File: src/shared/dsc_pkg.sv
// Shared constants and types for the deep standby controller
`default_nettype none
package dsc_pkg;
    // Bus and register map (byte addresses)
    localparam int unsigned ADDR_W = 8;
    localparam logic [7:0] OFF_TRIGGER = 8'h00;
    localparam logic [7:0] OFF_WAKE_FLAGS = 8'h04;
    localparam logic [7:0] OFF_WAKE_CLEAR = 8'h08;
    localparam logic [7:0] OFF_WAKE_EN = 8'h0c;
    localparam logic [7:0] OFF_RESET_CAUSE = 8'h10;
    localparam logic [7:0] OFF_CAUSE_CLEAR = 8'h14;
    localparam logic [7:0] OFF_IO_HOLD = 8'h18;
    localparam logic [7:0] OFF_POWER_STAT = 8'h1c;
    localparam logic [7:0] OFF_IRQ_STAT = 8'h20;
    localparam logic [7:0] OFF_IRQ_CLEAR = 8'h24;
    localparam logic [7:0] OFF_IRQ_EN = 8'h28;
    localparam logic [1:0] RESP_OKAY = 2'h0;
    localparam logic [1:0] RESP_SLVERR = 2'h2;

    // Field widths and positions
    localparam int unsigned WAKE_N = 8;
    localparam int unsigned TRG_W = 2;
    localparam int unsigned TRG_LIGHT_BIT = 0;
    localparam int unsigned TRG_DEEP_BIT = 1;
    localparam int unsigned CAUSE_W = 1;
    localparam int unsigned CAUSE_DEEP_BIT = 0;
    localparam int unsigned IO_HOLD_W = 2;
    localparam int unsigned IRQ_W = 2;
    localparam int unsigned IRQ_WAKE_BIT = 0;
    localparam int unsigned IRQ_ENTER_BIT = 1;

    // Reset values
    localparam logic [WAKE_N-1:0] WAKE_EN_RESET = 8'h00;
    localparam logic [IO_HOLD_W-1:0] IO_HOLD_RESET = 2'h0;
    localparam logic [IO_HOLD_W-1:0] IO_HOLD_ALL = 2'h3;

    // Timing: restart request width after a deep standby wake
    localparam int unsigned CLK_PERIOD_NS = 50;
    localparam int unsigned RESTART_HOLD_NS = 1000;
    localparam int unsigned RESTART_CYCLES = (RESTART_HOLD_NS + CLK_PERIOD_NS - 1) / CLK_PERIOD_NS;
    localparam int unsigned CNT_W = 5;

    typedef enum logic [1:0] {
        ST_RUN,
        ST_LIGHT,
        ST_DEEP,
        ST_RESTART
    } dsc_state_t;
endpackage : dsc_pkg
`default_nettype wire

File: src/rtl/dsc_sync.sv
// Two-stage synchroniser for asynchronous wake-up pins
`default_nettype none
module dsc_sync #(
    parameter int unsigned W = 8
) (
    input wire logic clk,
    input wire logic reset,
    input wire logic [W-1:0] async_in,
    output logic [W-1:0] sync_out
);
    logic [W-1:0] meta_reg;
    logic [W-1:0] meta_next;
    logic [W-1:0] sync_reg;
    logic [W-1:0] sync_next;

    // First stage feeds only the second stage
    always_comb begin
        meta_next = async_in;
        sync_next = meta_reg;
    end

    always_ff @(posedge clk) begin
        if (reset) begin
            meta_reg <= '0;
            sync_reg <= '0;
        end else begin
            meta_reg <= meta_next;
            sync_reg <= sync_next;
        end
    end

    assign sync_out = sync_reg;
endmodule : dsc_sync
`default_nettype wire

File: src/rtl/dsc_ctrl.sv
// Deep standby power-mode controller with AXI4-Lite register slave
// Notes on behaviour
// - Deep start bit set starts deep standby
// - Deep wake restarts CPU from reset vector
// - Reset cause records deep standby restart
// - Wake source latched, readable after restart
// - Always-on ports hold state in standby
// - Main RAMs kept light, powered off deep
// - Standby RAM bank retained in both modes
// - Isolated IO buffers freeze on deep entry
//
// Added by the designer: register access over AXI4-Lite and the placing of the registers.
`default_nettype none
module dsc_ctrl (
    input wire logic clk,
    input wire logic reset,
    input wire logic [dsc_pkg::ADDR_W-1:0] s_axi_awaddr,
    input wire logic s_axi_awvalid,
    output logic s_axi_awready,
    input wire logic [31:0] s_axi_wdata,
    input wire logic [3:0] s_axi_wstrb,
    input wire logic s_axi_wvalid,
    output logic s_axi_wready,
    output logic [1:0] s_axi_bresp,
    output logic s_axi_bvalid,
    input wire logic s_axi_bready,
    input wire logic [dsc_pkg::ADDR_W-1:0] s_axi_araddr,
    input wire logic s_axi_arvalid,
    output logic s_axi_arready,
    output logic [31:0] s_axi_rdata,
    output logic [1:0] s_axi_rresp,
    output logic s_axi_rvalid,
    input wire logic s_axi_rready,
    input wire logic [dsc_pkg::WAKE_N-1:0] wakeup_pin,
    output logic irq,
    output logic cpu_clock_stop,
    output logic cpu_restart_req,
    output logic iso_power_en,
    output logic main_ram_power_en,
    output logic standby_ram_power_en,
    output logic awo_port_hold,
    output logic [dsc_pkg::IO_HOLD_W-1:0] io_hold_release_bits
);
    import dsc_pkg::*;
    // Bus-side state
    logic aw_hold_reg, aw_hold_next;
    logic [ADDR_W-1:0] awaddr_reg, awaddr_next;
    logic w_hold_reg, w_hold_next;
    logic [31:0] wdata_reg, wdata_next;
    logic wstrb0_reg, wstrb0_next;
    logic bvalid_reg, bvalid_next;
    logic [1:0] bresp_reg, bresp_next;
    logic rvalid_reg, rvalid_next;
    logic [31:0] rdata_reg, rdata_next;
    logic [1:0] rresp_reg, rresp_next;
    // Controller state
    dsc_state_t state_reg, state_next;
    logic [CNT_W-1:0] cnt_reg, cnt_next;
    logic [TRG_W-1:0] standby_trigger_reg, standby_trigger_next;
    logic [WAKE_N-1:0] wakeup_factor_flags_reg, wakeup_factor_flags_next;
    logic [WAKE_N-1:0] wake_en_reg, wake_en_next;
    logic [CAUSE_W-1:0] reset_cause_flags_reg, reset_cause_flags_next;
    logic [IO_HOLD_W-1:0] io_hold_reg, io_hold_next;
    logic [IRQ_W-1:0] irq_stat_reg, irq_stat_next;
    logic [IRQ_W-1:0] irq_en_reg, irq_en_next;
    logic [WAKE_N-1:0] wake_sync;
    logic [WAKE_N-1:0] wake_hit;
    logic wr_en;
    logic in_standby;
    logic enter_evt;
    logic wake_evt;
    // Mapped offsets, shared by read and write decode
    function automatic logic addr_mapped(input logic [ADDR_W-1:0] a);
        unique case (a)
            OFF_TRIGGER, OFF_WAKE_FLAGS, OFF_WAKE_CLEAR, OFF_WAKE_EN, OFF_RESET_CAUSE, OFF_CAUSE_CLEAR,
            OFF_IO_HOLD, OFF_POWER_STAT, OFF_IRQ_STAT, OFF_IRQ_CLEAR, OFF_IRQ_EN: addr_mapped = 1'b1;
            default: addr_mapped = 1'b0;
        endcase
    endfunction : addr_mapped
    // Write strobe for one register, low byte lane only
    function automatic logic wr_hit(input logic en, input logic [ADDR_W-1:0] a, input logic [ADDR_W-1:0] off,
                                    input logic strb);
        wr_hit = en && (a == off) && strb;
    endfunction : wr_hit
    dsc_sync #(
        .W(WAKE_N)
    ) u_wake_sync (
        .clk(clk),
        .reset(reset),
        .async_in(wakeup_pin),
        .sync_out(wake_sync)
    );
    assign wake_hit = wake_sync & wake_en_reg;
    assign in_standby = (state_reg == ST_LIGHT) || (state_reg == ST_DEEP);
    assign wr_en = aw_hold_reg && w_hold_reg && !bvalid_reg;
    // Bus channels: address and data latched in either order, one write at a time
    always_comb begin
        aw_hold_next = aw_hold_reg;
        awaddr_next = awaddr_reg;
        w_hold_next = w_hold_reg;
        wdata_next = wdata_reg;
        wstrb0_next = wstrb0_reg;
        bvalid_next = bvalid_reg;
        bresp_next = bresp_reg;
        rvalid_next = rvalid_reg;
        rdata_next = rdata_reg;
        rresp_next = rresp_reg;
        if (s_axi_awvalid && s_axi_awready) begin
            aw_hold_next = 1'b1;
            awaddr_next = s_axi_awaddr;
        end
        if (s_axi_wvalid && s_axi_wready) begin
            w_hold_next = 1'b1;
            wdata_next = s_axi_wdata;
            wstrb0_next = s_axi_wstrb[0];
        end
        if (wr_en) begin
            aw_hold_next = 1'b0;
            w_hold_next = 1'b0;
            bvalid_next = 1'b1;
            bresp_next = addr_mapped(awaddr_reg) ? RESP_OKAY : RESP_SLVERR;
        end else if (bvalid_reg && s_axi_bready) begin
            bvalid_next = 1'b0;
        end
        if (s_axi_arvalid && s_axi_arready) begin
            rvalid_next = 1'b1;
            rresp_next = addr_mapped(s_axi_araddr) ? RESP_OKAY : RESP_SLVERR;
            // Write-only and unmapped offsets read as zero
            unique case (s_axi_araddr)
                OFF_TRIGGER: rdata_next = 32'(standby_trigger_reg);
                OFF_WAKE_FLAGS: rdata_next = 32'(wakeup_factor_flags_reg);
                OFF_WAKE_EN: rdata_next = 32'(wake_en_reg);
                OFF_RESET_CAUSE: rdata_next = 32'(reset_cause_flags_reg);
                OFF_IO_HOLD: rdata_next = 32'(io_hold_reg);
                OFF_POWER_STAT: rdata_next = 32'(state_reg);
                OFF_IRQ_STAT: rdata_next = 32'(irq_stat_reg);
                OFF_IRQ_EN: rdata_next = 32'(irq_en_reg);
                default: rdata_next = 32'h0000_0000;
            endcase
        end else if (rvalid_reg && s_axi_rready) begin
            rvalid_next = 1'b0;
        end
    end
    always_ff @(posedge clk) begin
        if (reset) begin
            aw_hold_reg <= 1'b0;
            awaddr_reg <= '0;
            w_hold_reg <= 1'b0;
            wdata_reg <= 32'h0000_0000;
            wstrb0_reg <= 1'b0;
            bvalid_reg <= 1'b0;
            bresp_reg <= RESP_OKAY;
            rvalid_reg <= 1'b0;
            rdata_reg <= 32'h0000_0000;
            rresp_reg <= RESP_OKAY;
        end else begin
            aw_hold_reg <= aw_hold_next;
            awaddr_reg <= awaddr_next;
            w_hold_reg <= w_hold_next;
            wdata_reg <= wdata_next;
            wstrb0_reg <= wstrb0_next;
            bvalid_reg <= bvalid_next;
            bresp_reg <= bresp_next;
            rvalid_reg <= rvalid_next;
            rdata_reg <= rdata_next;
            rresp_reg <= rresp_next;
        end
    end
    // Mode sequencing and register file; hardware sets win over software clears
    always_comb begin
        state_next = state_reg;
        cnt_next = cnt_reg;
        standby_trigger_next = standby_trigger_reg;
        wakeup_factor_flags_next = wakeup_factor_flags_reg;
        wake_en_next = wake_en_reg;
        reset_cause_flags_next = reset_cause_flags_reg;
        io_hold_next = io_hold_reg;
        irq_stat_next = irq_stat_reg;
        irq_en_next = irq_en_reg;
        enter_evt = 1'b0;
        wake_evt = 1'b0;
        // Software side effects first, hardware events override below
        if (wr_hit(wr_en, awaddr_reg, OFF_TRIGGER, wstrb0_reg)) begin
            standby_trigger_next = wdata_reg[TRG_W-1:0];
        end
        if (wr_hit(wr_en, awaddr_reg, OFF_WAKE_CLEAR, wstrb0_reg)) begin
            wakeup_factor_flags_next = wakeup_factor_flags_reg & ~wdata_reg[WAKE_N-1:0];
        end
        if (wr_hit(wr_en, awaddr_reg, OFF_WAKE_EN, wstrb0_reg)) begin
            wake_en_next = wdata_reg[WAKE_N-1:0];
        end
        if (wr_hit(wr_en, awaddr_reg, OFF_CAUSE_CLEAR, wstrb0_reg)) begin
            reset_cause_flags_next = reset_cause_flags_reg & ~wdata_reg[CAUSE_W-1:0];
        end
        // Writing zero releases a hold group; a one never sets it
        if (wr_hit(wr_en, awaddr_reg, OFF_IO_HOLD, wstrb0_reg)) begin
            io_hold_next = io_hold_reg & wdata_reg[IO_HOLD_W-1:0];
        end
        if (wr_hit(wr_en, awaddr_reg, OFF_IRQ_CLEAR, wstrb0_reg)) begin
            irq_stat_next = irq_stat_reg & ~wdata_reg[IRQ_W-1:0];
        end
        if (wr_hit(wr_en, awaddr_reg, OFF_IRQ_EN, wstrb0_reg)) begin
            irq_en_next = wdata_reg[IRQ_W-1:0];
        end
        unique case (state_reg)
            ST_RUN: begin
                // Deep takes priority if both start bits are set
                if (standby_trigger_reg[TRG_DEEP_BIT]) begin
                    state_next = ST_DEEP;
                    enter_evt = 1'b1;
                    io_hold_next = IO_HOLD_ALL;
                end else if (standby_trigger_reg[TRG_LIGHT_BIT]) begin
                    state_next = ST_LIGHT;
                    enter_evt = 1'b1;
                end
            end
            ST_LIGHT: begin
                // Light wake resumes code in place, no restart
                if (|wake_hit) begin
                    state_next = ST_RUN;
                    wake_evt = 1'b1;
                end
            end
            ST_DEEP: begin
                if (|wake_hit) begin
                    state_next = ST_RESTART;
                    cnt_next = CNT_W'(RESTART_CYCLES - 1);
                    wake_evt = 1'b1;
                    reset_cause_flags_next[CAUSE_DEEP_BIT] = 1'b1;
                end
            end
            ST_RESTART: begin
                if (cnt_reg == '0) begin
                    state_next = ST_RUN;
                end else begin
                    cnt_next = cnt_reg - 1'b1;
                end
            end
        endcase
        if (wake_evt) begin
            wakeup_factor_flags_next = wakeup_factor_flags_next | wake_hit;
            standby_trigger_next = '0;
            irq_stat_next[IRQ_WAKE_BIT] = 1'b1;
        end
        if (enter_evt) begin
            irq_stat_next[IRQ_ENTER_BIT] = 1'b1;
        end
    end
    // Flags and hold bits live in the always-on domain, so survive the restart
    always_ff @(posedge clk) begin
        if (reset) begin
            state_reg <= ST_RUN;
            cnt_reg <= '0;
            standby_trigger_reg <= '0;
            wakeup_factor_flags_reg <= '0;
            wake_en_reg <= WAKE_EN_RESET;
            reset_cause_flags_reg <= '0;
            io_hold_reg <= IO_HOLD_RESET;
            irq_stat_reg <= '0;
            irq_en_reg <= '0;
        end else begin
            state_reg <= state_next;
            cnt_reg <= cnt_next;
            standby_trigger_reg <= standby_trigger_next;
            wakeup_factor_flags_reg <= wakeup_factor_flags_next;
            wake_en_reg <= wake_en_next;
            reset_cause_flags_reg <= reset_cause_flags_next;
            io_hold_reg <= io_hold_next;
            irq_stat_reg <= irq_stat_next;
            irq_en_reg <= irq_en_next;
        end
    end

    // Bus handshakes; no new address while a response waits
    assign s_axi_awready = !aw_hold_reg && !bvalid_reg;
    assign s_axi_wready = !w_hold_reg && !bvalid_reg;
    assign s_axi_bvalid = bvalid_reg;
    assign s_axi_bresp = bresp_reg;
    assign s_axi_arready = !rvalid_reg;
    assign s_axi_rvalid = rvalid_reg;
    assign s_axi_rdata = rdata_reg;
    assign s_axi_rresp = rresp_reg;

    // Power controls decoded from the state register; standby RAM power tied on, IO hold bits from io_hold_reg
    assign cpu_clock_stop = in_standby;
    assign cpu_restart_req = (state_reg == ST_RESTART);
    assign iso_power_en = (state_reg != ST_DEEP);
    assign main_ram_power_en = (state_reg != ST_DEEP);
    assign standby_ram_power_en = 1'b1;
    assign awo_port_hold = in_standby;
    assign io_hold_release_bits = io_hold_reg;
    assign irq = |(irq_stat_reg & irq_en_reg);
endmodule : dsc_ctrl
`default_nettype wire

File: config.mk
export PLATFORM = sky130hd
export DESIGN_NAME = dsc_ctrl
export DESIGN_NICKNAME = d
export VERILOG_FILES = /design/src/shared/dsc_pkg.sv /design/src/rtl/dsc_sync.sv /design/src/rtl/dsc_ctrl.sv
export SDC_FILE = /design/constraint.sdc
export NUM_CORES = 1
export LEC_CHECK = 0
export ABC_AREA = 1
export BUFFER_PORTS_ARGS = -buffer_cell sky130_fd_sc_hd__buf_2
export CAP_MARGIN = 20
export CORE_MARGIN = 2
export CORE_UTILIZATION = 57
export CTS_BUF_LIST = sky130_fd_sc_hd__clkbuf_4
export CTS_CLUSTER_DIAMETER = 30
export DETAILED_ROUTE_END_ITERATION = 10
export HOLD_SLACK_MARGIN = 0.02
export PLACE_DENSITY = 0.95
export SLEW_MARGIN = 15
export SYNTH_ARGS = -nofsm -noshare
export SYNTH_HDL_FRONTEND = slang
export SYNTH_HIERARCHICAL = 1
export SYNTH_SLANG_ARGS = --single-unit
File: constraint.sdc
create_clock -name clk -period 4.3 [get_ports clk]
set_clock_uncertainty 0.05 [all_clocks]
set_input_delay 0.215 -clock clk [delete_from_list [all_inputs] [get_ports clk]]
set_output_delay 0.215 -clock clk [all_outputs]
set_load 0.005 [all_outputs]
==> results by group, run 1 <==
GRT
  • Grt ovf: 0
  • Aggregate global-route resource usage: 0.219
  • Vias in the first global route: 3,048
  • Largest net degree at the start of global routing: 45
  • GR Util met3: 0.0311
  • Met2 Use GR: 0.383
  • Initial antenna violation count: 0
  • First-pass GRT wire length: 12,900 microns
  • GRT met1 Usage: 0.266
  • Busiest grt layer: met2

Die
  • Initial Utilization: 0.590
  • CORE AREA: 0.00635 sq mm
  • # rows: 29
  • Die width: 85.0 microns
  • Die Area: ~0.0072 sq mm
  • Vert. Die Dim: 85.0 microns
  • Io pins: 117

Setup path
  • Critical-path cell list: inv_1 -> ha_1 -> buf_2
  • Worst R2R Start: s_axi_bvalid
  • CP peak stage delay: 0.58 ns
  • Crit path capture type: output pin
  • Slowest cell on crit path: ha_1
  • FF-to-FF path depth: 5
  • Setup crit start kind: flip-flop
  • Critical path arrival: roughly 1.7 ns
  • Critical path class: reg -> out
  • CP Data Required Time: 4.03 ns
  • Critical Path Fanout Max: 11
  • Flop2flop setup slack: 2.33 ns
  • R2R Path End: wake_en_reg[0]

Synthesis
  • Post-synthesis adder-cell area fraction: 0.0201
  • Syn_area_per_cell: between 7 and 8 sq um
  • Synth warn: 6
  • Synth cell types: 32
  • Synth Instances: 518
  • Post-synthesis xor/xnor area fraction: 0.00468
  • Main combinational cell family by area after synthesis: simple AND/OR/NAND/NOR gates
  • Post-synthesis mux area share: 0
  • Compound-cell area share of the yosys netlist: 0.152
  • Synth Register Bits: 79
  • Seq/Total Area, Yosys: 0.422
  • Simple-gate portion of the synthesized area: 0.254
  • Mapped Area: 0.00374 sq mm

Placed design
  • Port bufs: 62
  • Dpl ws: between 2 and 2.5 ns
  • Dpl cells: 639
  • HPWL after DPL: 5710 microns
  • Cell Area, Placed: 0.00395 sq mm
  • RD Place Congestion: ~0.87

Final layout
  • Share of layout cells above drive strength 1: 0.153
  • Antenna cells: 0
  • Post-layout util: 0.669
  • Post-route cell area: 0.00425 sq mm
  • Area growth syn-to-layout: 13.4%
  • Sequential Area: approximately 0.0016 sq mm
  • Nets: 658
  • Filler Cell Count: 502
  • Multi-input gate area: 0.00172 sq mm
  • Final Instance Count excl. Fillers: around 670

Routing
  • Via Count: 3,554
  • Antenna viol nets, final: 0
  • DRT Pass-1 Iters: 5
  • Drt wl/cell: 12.1 microns
  • WL final: 8080 microns
  • Vias per cell: 5.33
  • Drt drc: 0
  • DR iter-0 viols: 238

CTS
  • Clock Latency Late Sink: 0.41 ns
  • TritonCTS clock tree: built
  • Post-CTS Setup Bufs: 0
  • Cts bufs inserted: 9
  • Num Clock Sinks: 79
  • H-tree depth: 3
  • Clock transition at path regs: 0.12 ns
  • Clk buf depth: 2
  • Root buffer cell: clkbuf_4

Hold path
  • Hold path endpoint: wstrb0_reg
  • Min-delay src: s_axi_wstrb[0]
  • Hold depth: 3
  • HP Class: in -> reg

STA
  • Setup WS post-layout: 2.29 ns
  • Slew @ Worst Pin: 1.01 ns
  • Max-slew headroom: 0.327
  • Setup TNS: 0 ns
  • RSZ-0062 raised after global routing: no
  • FMAX: 498 MHz
  • Crit share post-route: 0.467
  • Hold Violations, Final: 0
  • Crit path time final: 2.01 ns
  • # setup viols final: 0
  • Max-slew violation count: 0
  • Hold WS: 0.0361 ns

Job
  • Max-cap violations: 0

Pwr
  • Highest ir drop seen on vdd: 0.253 mV
  • PwrDens: 392 mW/mm^2
  • Total power: 1.66 mW
  • Pleak: 2.02 nW

Run status
  • Outcome: complete, no violations
power by group:
| part | switching, mW | leakage [nW] | internal, mW | total (mW) |
|---|---|---|---|---|
| logic | 0.209 | 1.29 | 0.114 | 0.323 |
| registers | 0.0265 | 0.645 | 0.774 | 0.801 |
| clock network | 0.250 | 0.0933 | 0.291 | 0.541 |
| total | 0.486 | 2.02 | 1.18 | 1.66 |
routing by layer:
metal / up-vias / part of all wire
met3: 24 / 0.077
li1: 1759 / -
met5: - / 0
met4: 0 / 0.018
met1: 1577 / 0.41
met2: 194 / 0.50
layout make-up:
type	count	area share
multi-input cells	357	0.404
clock buffers	9	0.0159
clock inverters	7	0.0262
inverters	63	0.0557
repair buffers	75	0.103
flip-flops and latches	79	0.372
well taps	77	0.0227
how the worst max path moves through the flow:
stage / start / end / slack [ns] / depth (start not counted)
floorplan: state_reg[0] / cnt_reg[2] / 2.80 / 7
global placement: reset / s_axi_bresp[1] / 2.42 / 5
detailed placement: reset / s_axi_bresp[1] / 2.38 / 5
CTS: state_reg[0] / cpu_clock_stop / 2.31 / 3
global route: awaddr_reg[1] / wakeup_factor_flags_reg[5] / 2.20 / 6
finish: state_reg[0] / cpu_clock_stop / 2.29 / 3
cells in the final DEF, fill, tap and decap left out, types with 2 or more instances in the layout:
master / n
a21oi_1: 57
a21oi_2: 2
buf_2: 62
bufinv_16: 3
clkbuf_4: 9
clkinv_1: 2
clkinv_2: 2
conb_1: 27
dfxtp_1: 79
dlygate4sd3_1: 12
ha_1: 6
inv_1: 62
nand2_1: 95
nand3_1: 44
nand4_1: 10
nor2_1: 51
nor2_2: 4
nor3_1: 4
nor3_4: 2
o21ai_0: 42
o21ai_2: 2
xor2_1: 2
cells in the mapped netlist (all sizes together):
master | n | area, sq um
a21oi | 59 | 303
a22o | 1 | 8.76
a22oi | 1 | 7.51
a41oi | 1 | 8.76
and3 | 1 | 6.26
buf | 36 | 274
clkbuf | 8 | 30.0
clkinv | 1 | 3.75
conb | 2 | 7.51
dfxtp | 79 | 1580
ha | 6 | 75.1
inv | 62 | 233
nand2 | 96 | 368
nand3 | 45 | 238
nand3b | 1 | 7.51
nand4 | 10 | 62.6
nor2 | 55 | 216
nor3 | 6 | 52.6
o211ai | 1 | 7.51
o21a | 1 | 7.51
o21ai | 44 | 228
xor2 | 2 | 17.5
logic make-up after synthesis:
kind of cell	Yosys count
AOI/OAI and AO/OA	108
xor gates and xnor gates	2
adders and majority gates	6
buffers and inverters	107
DFF	79
other	2
and+or+nand+nor	214
what timing repair did:
item,in CTS,in global routing
hold endpoints to repair,12,0
gates resized for setup,0,0
hold buffers,12,0
worst max-delay path: cells and delay by family, from the launching register on:
family | cells | cell delay (ns)
fa+ha+maj | 1 | 0.58
buf+inv | 2 | 0.32
flops | 1 | 0.43
No activity file was read; power rests on OpenSTA's default activity.
==> run 2: changes to the inputs <==
ABC_AREA = 0   (was 1)
CORE_UTILIZATION = 52   (was 57)
PLACE_DENSITY = 0.9   (was 0.95)
clock period = 1.9 ns   (was 4.3 ns; I/O delays follow)
==> run 2 against run 1 <==
  * The run now ends with setup timing left
  * Die area up 5.6%
  * Highest routed layer unchanged
  * Non-clock buffer count up 40
  * Global-route usage up 1.0 points
  * Area after synthesis down 3.4%
==> results by group, run 2 <==
Run status
  • Outcome: finished with violations
  • Failing checks: setup timing

GRT
  • Vias in the first global route: 3,129 (+2.7%)
  • Initial antenna violation count: 0 (unchanged)
  • Grt ovf: 0 (unchanged)
  • First-pass GRT wire length: 13,800 microns (+6.7%)
  • Aggregate global-route resource usage: 0.229 (+0.0105)
  • Largest net degree at the start of global routing: 46 (+2.2%)

STA
  • Setup TNS: -0.0291 ns (-0.0291 ns)
  • Crit path time final: 1.92 ns
  • Hold WS: 0.0277 ns (-0.00836 ns)
  • RSZ-0062 raised after global routing: yes
  • FMAX: 521 MHz
  • Crit share post-route: 1.01
  • Max-slew headroom: 0.539 (+0.213)
  • # setup viols final: 2 (+2)
  • Setup WS post-layout: -0.0210 ns (-2.31 ns)
  • Slew @ Worst Pin: 0.681 ns (-0.327 ns)
  • Max-slew violation count: 0 (unchanged)
  • Hold Violations, Final: 0 (unchanged)

Setup path
  • CP startpoint: awaddr_reg[1]
  • CP peak stage delay: 0.44 ns (-0.14 ns)
  • Delay-heaviest family, CP: simple AND/OR/NAND/NOR gates
  • Setup crit start kind: flip-flop
  • Worst R2R Start: awaddr_reg[1]
  • Slowest cell on crit path: or4_4
  • CP Data Required Time: 2.22 ns (-1.81 ns)
  • Critical path arrival: 2.24 ns (+0.50 ns)
  • Critical-path cell list: or3b_4 -> or2_1 -> or4_4 -> mux2i_1 -> a211oi_1
  • Worst path bufs/invs: 0 (-2)
  • Critical path class: reg -> reg
  • Crit path capture type: flip-flop
  • Critical Path Fanout Max: 4 (-7)

Synthesis
  • Synth cell types: 49 (+53%)
  • Synth top area cells: dfxtp_1 44%, nand2_1 6.9%, buf_4 6.0%
  • Synth Register Bits: 79 (unchanged)
  • Most common cell in the netlist: dfxtp_1
  • Largest area contributor in the netlist: dfxtp_1
  • Main synth FF type: dfxtp_1
  • Post-synth EDFFs: 0 (unchanged)
  • Syn_area_per_cell: 8.45 sq um (+17%)
  • Synth warn: 6 (unchanged)
  • Synth Instances: 428 (-17%)
  • Mapped Area: 0.00362 sq mm (-3.4%)
  • Share of the synthesized area in the top cell type: 0.437 (+0.0149)
  • Synth top cells by count: 79 x dfxtp_1, 66 x nand2_1, 34 x nor2_1, 31 x a21oi_1, 29 x buf_4
  • Seq/Total Area, Yosys: 0.437 (+0.0149)
  • Fraction of synthesis flops using an asynchronous set or reset pin: 0 (unchanged)

Placed design
  • Port bufs: 62 (unchanged)
  • RD Place Congestion: 0.925 (+6.4%)
  • Dpl cells: 559 (-13%)
  • HPWL after DPL: 5660 microns (-0.81%)
  • Dpl ws: -0.0585 ns (-2.44 ns)
  • Cell Area, Placed: 0.00392 sq mm (-0.73%)

Routing
  • Drt drc: 0 (unchanged)
  • Via Count: 3,332 (-6.2%)
  • Drt wl/cell: 14.0 microns (+16%)
  • Met2 WL post-DR: 4310 microns (+7.6%)
  • Antenna viol nets, final: 0 (unchanged)
  • WL final: 8630 microns (+6.9%)
  • DR iter-0 viols: 209 (-12%)
  • Metal-1 WL: 3560 microns (+7.9%)
  • Top layer in use: met4
  • DRT Pass-1 Iters: 4 (-1)
  • Wire length on met3: 520 microns (-17%)
  • Vias per cell: 5.41 (+1.5%)

Pwr
  • Seq pwr share: 0.522 (+0.041)
  • Highest ir drop seen on vdd: 0.532 mV (+110%)
  • Clk pwr share: 0.272 (-0.053)
  • Pleak: 1.94 nW (-4.0%)
  • Part of the power in combinational logic: 0.207 (+0.013)
  • Net Sw Frac: 0.324 (+0.0322)
  • Internal Power: 2.38 mW (+100%)
  • PwrDens: 778 mW/mm^2 (+99%)
  • Sw power: 1.14 mW (+130%)
  • Total power: 3.52 mW (+110%)

Hold path
  • Min-delay src: s_axi_wvalid
  • HP Class: in -> reg

Final layout
  • Post-layout util: 0.669 (about the same)
  • Antenna cells: 0 (unchanged)
  • Most frequent cells in the layout: 73 x dfxtp_1, 65 x nand2_1, 62 x buf_2
  • Post-route cell area: 0.00452 sq mm (+6.5%)
  • Share of layout cells above drive strength 1: 0.239 (+0.0863)
  • Final Instance Count excl. Fillers: 616 (-7.6%)
  • Nets: 604 (-8.2%)
  • Filler Cell Count: 501 (-0.20%)
  • Area growth syn-to-layout: 25.1%
  • Commonest non-fill, non-tap cell in the layout: dfxtp_1

CTS
  • H-tree depth: 3 (unchanged)
  • Clk buf depth: 2 (unchanged)
  • Clock transition at path regs: 0.14 ns (+0.02 ns)
  • TritonCTS clock tree: built
  • Cts bufs inserted: 9 (unchanged)
  • Root buffer cell: clkbuf_4
  • Clock Latency Late Sink: 0.45 ns (+0.04 ns)
  • Num Clock Sinks: 79 (unchanged)

Die
  • CORE AREA: 0.00676 sq mm (+6.4%)
  • Initial Utilization: 0.535 (-0.0544)
  • Die width: 87.4 microns (+2.8%)
  • Vert. Die Dim: 87.4 microns (+2.8%)
  • # rows: 30 (+3.4%)
  • Io pins: 117 (unchanged)
  • Die Area: 0.00764 sq mm (+5.6%)

Job
  • Max-cap violations: 0 (unchanged)
run 2: cell count changes in the layout (fill, tap and decap cells not counted), moves of 9 or more:
cell / change
mux2i_1: +11
nor2_1: -19
dlygate4sd3_1: +28
o21ai_0: -19
nand4_1: -9
nand3_1: -36
nand2_1: -30
buf_4: +11
inv_1: -41
a21oi_1: -26
run 2: worst paths after layout:
path / endpoint / slack, ns / cells after the start
max: standby_trigger_reg[0] / -0.02 / 5
min: w_hold_reg / 0.03 / 3
max reg2reg: standby_trigger_reg[0] / -0.02 / 5
min reg2reg: u_wake_sync/sync_out[2] / 0.42 / 1
run 2: power groups by stage:
stage	Clock, mW	Sequential, mW	Combinational [mW]
4_1_cts	0.970	1.83	0.690
3_5_place_dp	0	1.86	0.622
5_1_grt	1.04	1.85	0.823
6_report	0.957	1.84	0.727
3_3_place_gp	0	1.86	0.597
2_1_floorplan	0	1.84	0.489
run 2: cells by family (layout without fill, tap and decap cells):
kind of cell | count (synthesis) | in the layout | synth area share
and+or+nand+nor | 166 | 166 | 0.236
buffers and inverters | 69 | 152 | 0.106
DFF | 79 | 79 | 0.437
AOI/OAI and AO/OA | 93 | 93 | 0.162
other | 2 | 27 | 0.00208
adders and majority gates | 6 | 6 | 0.0208
muxes | 13 | 13 | 0.0363
run 2: tightest hold or removal path: stages:
cell,delay [ns]
buf_2,0.11
nand2_2,0.18
a21oi_1,0.09
run 2: area by class of cell:
| cell class | count | area, sq um | share of cell area |
|---|---|---|---|
| repair buffers | 115 | 821 | 0.182 |
| multi-input cells | 305 | 1800 | 0.399 |
| well taps | 80 | 100 | 0.0221 |
| inverters | 21 | 78.8 | 0.0174 |
| flip-flops and latches | 79 | 1590 | 0.351 |
| clock inverters | 7 | 62.6 | 0.0138 |
| clock buffers | 9 | 67.6 | 0.0149 |
run 2: timing repair:
action / in CTS / in global routing
endpoints found under the setup margin: 10 / 15
pin swaps: 6 / 6
gates resized for setup: 4 / 17
endpoints found under the hold margin: 35 / 0
buffers inserted: 0 / 2
hold buffers: 40 / 0
run 2: metal layers:
metal  GRT usage  vias up
met2       0.399      137
met3      0.0550       25
met1       0.266     1553
li1            -     1617
met4      0.0979        0
met5           0        -
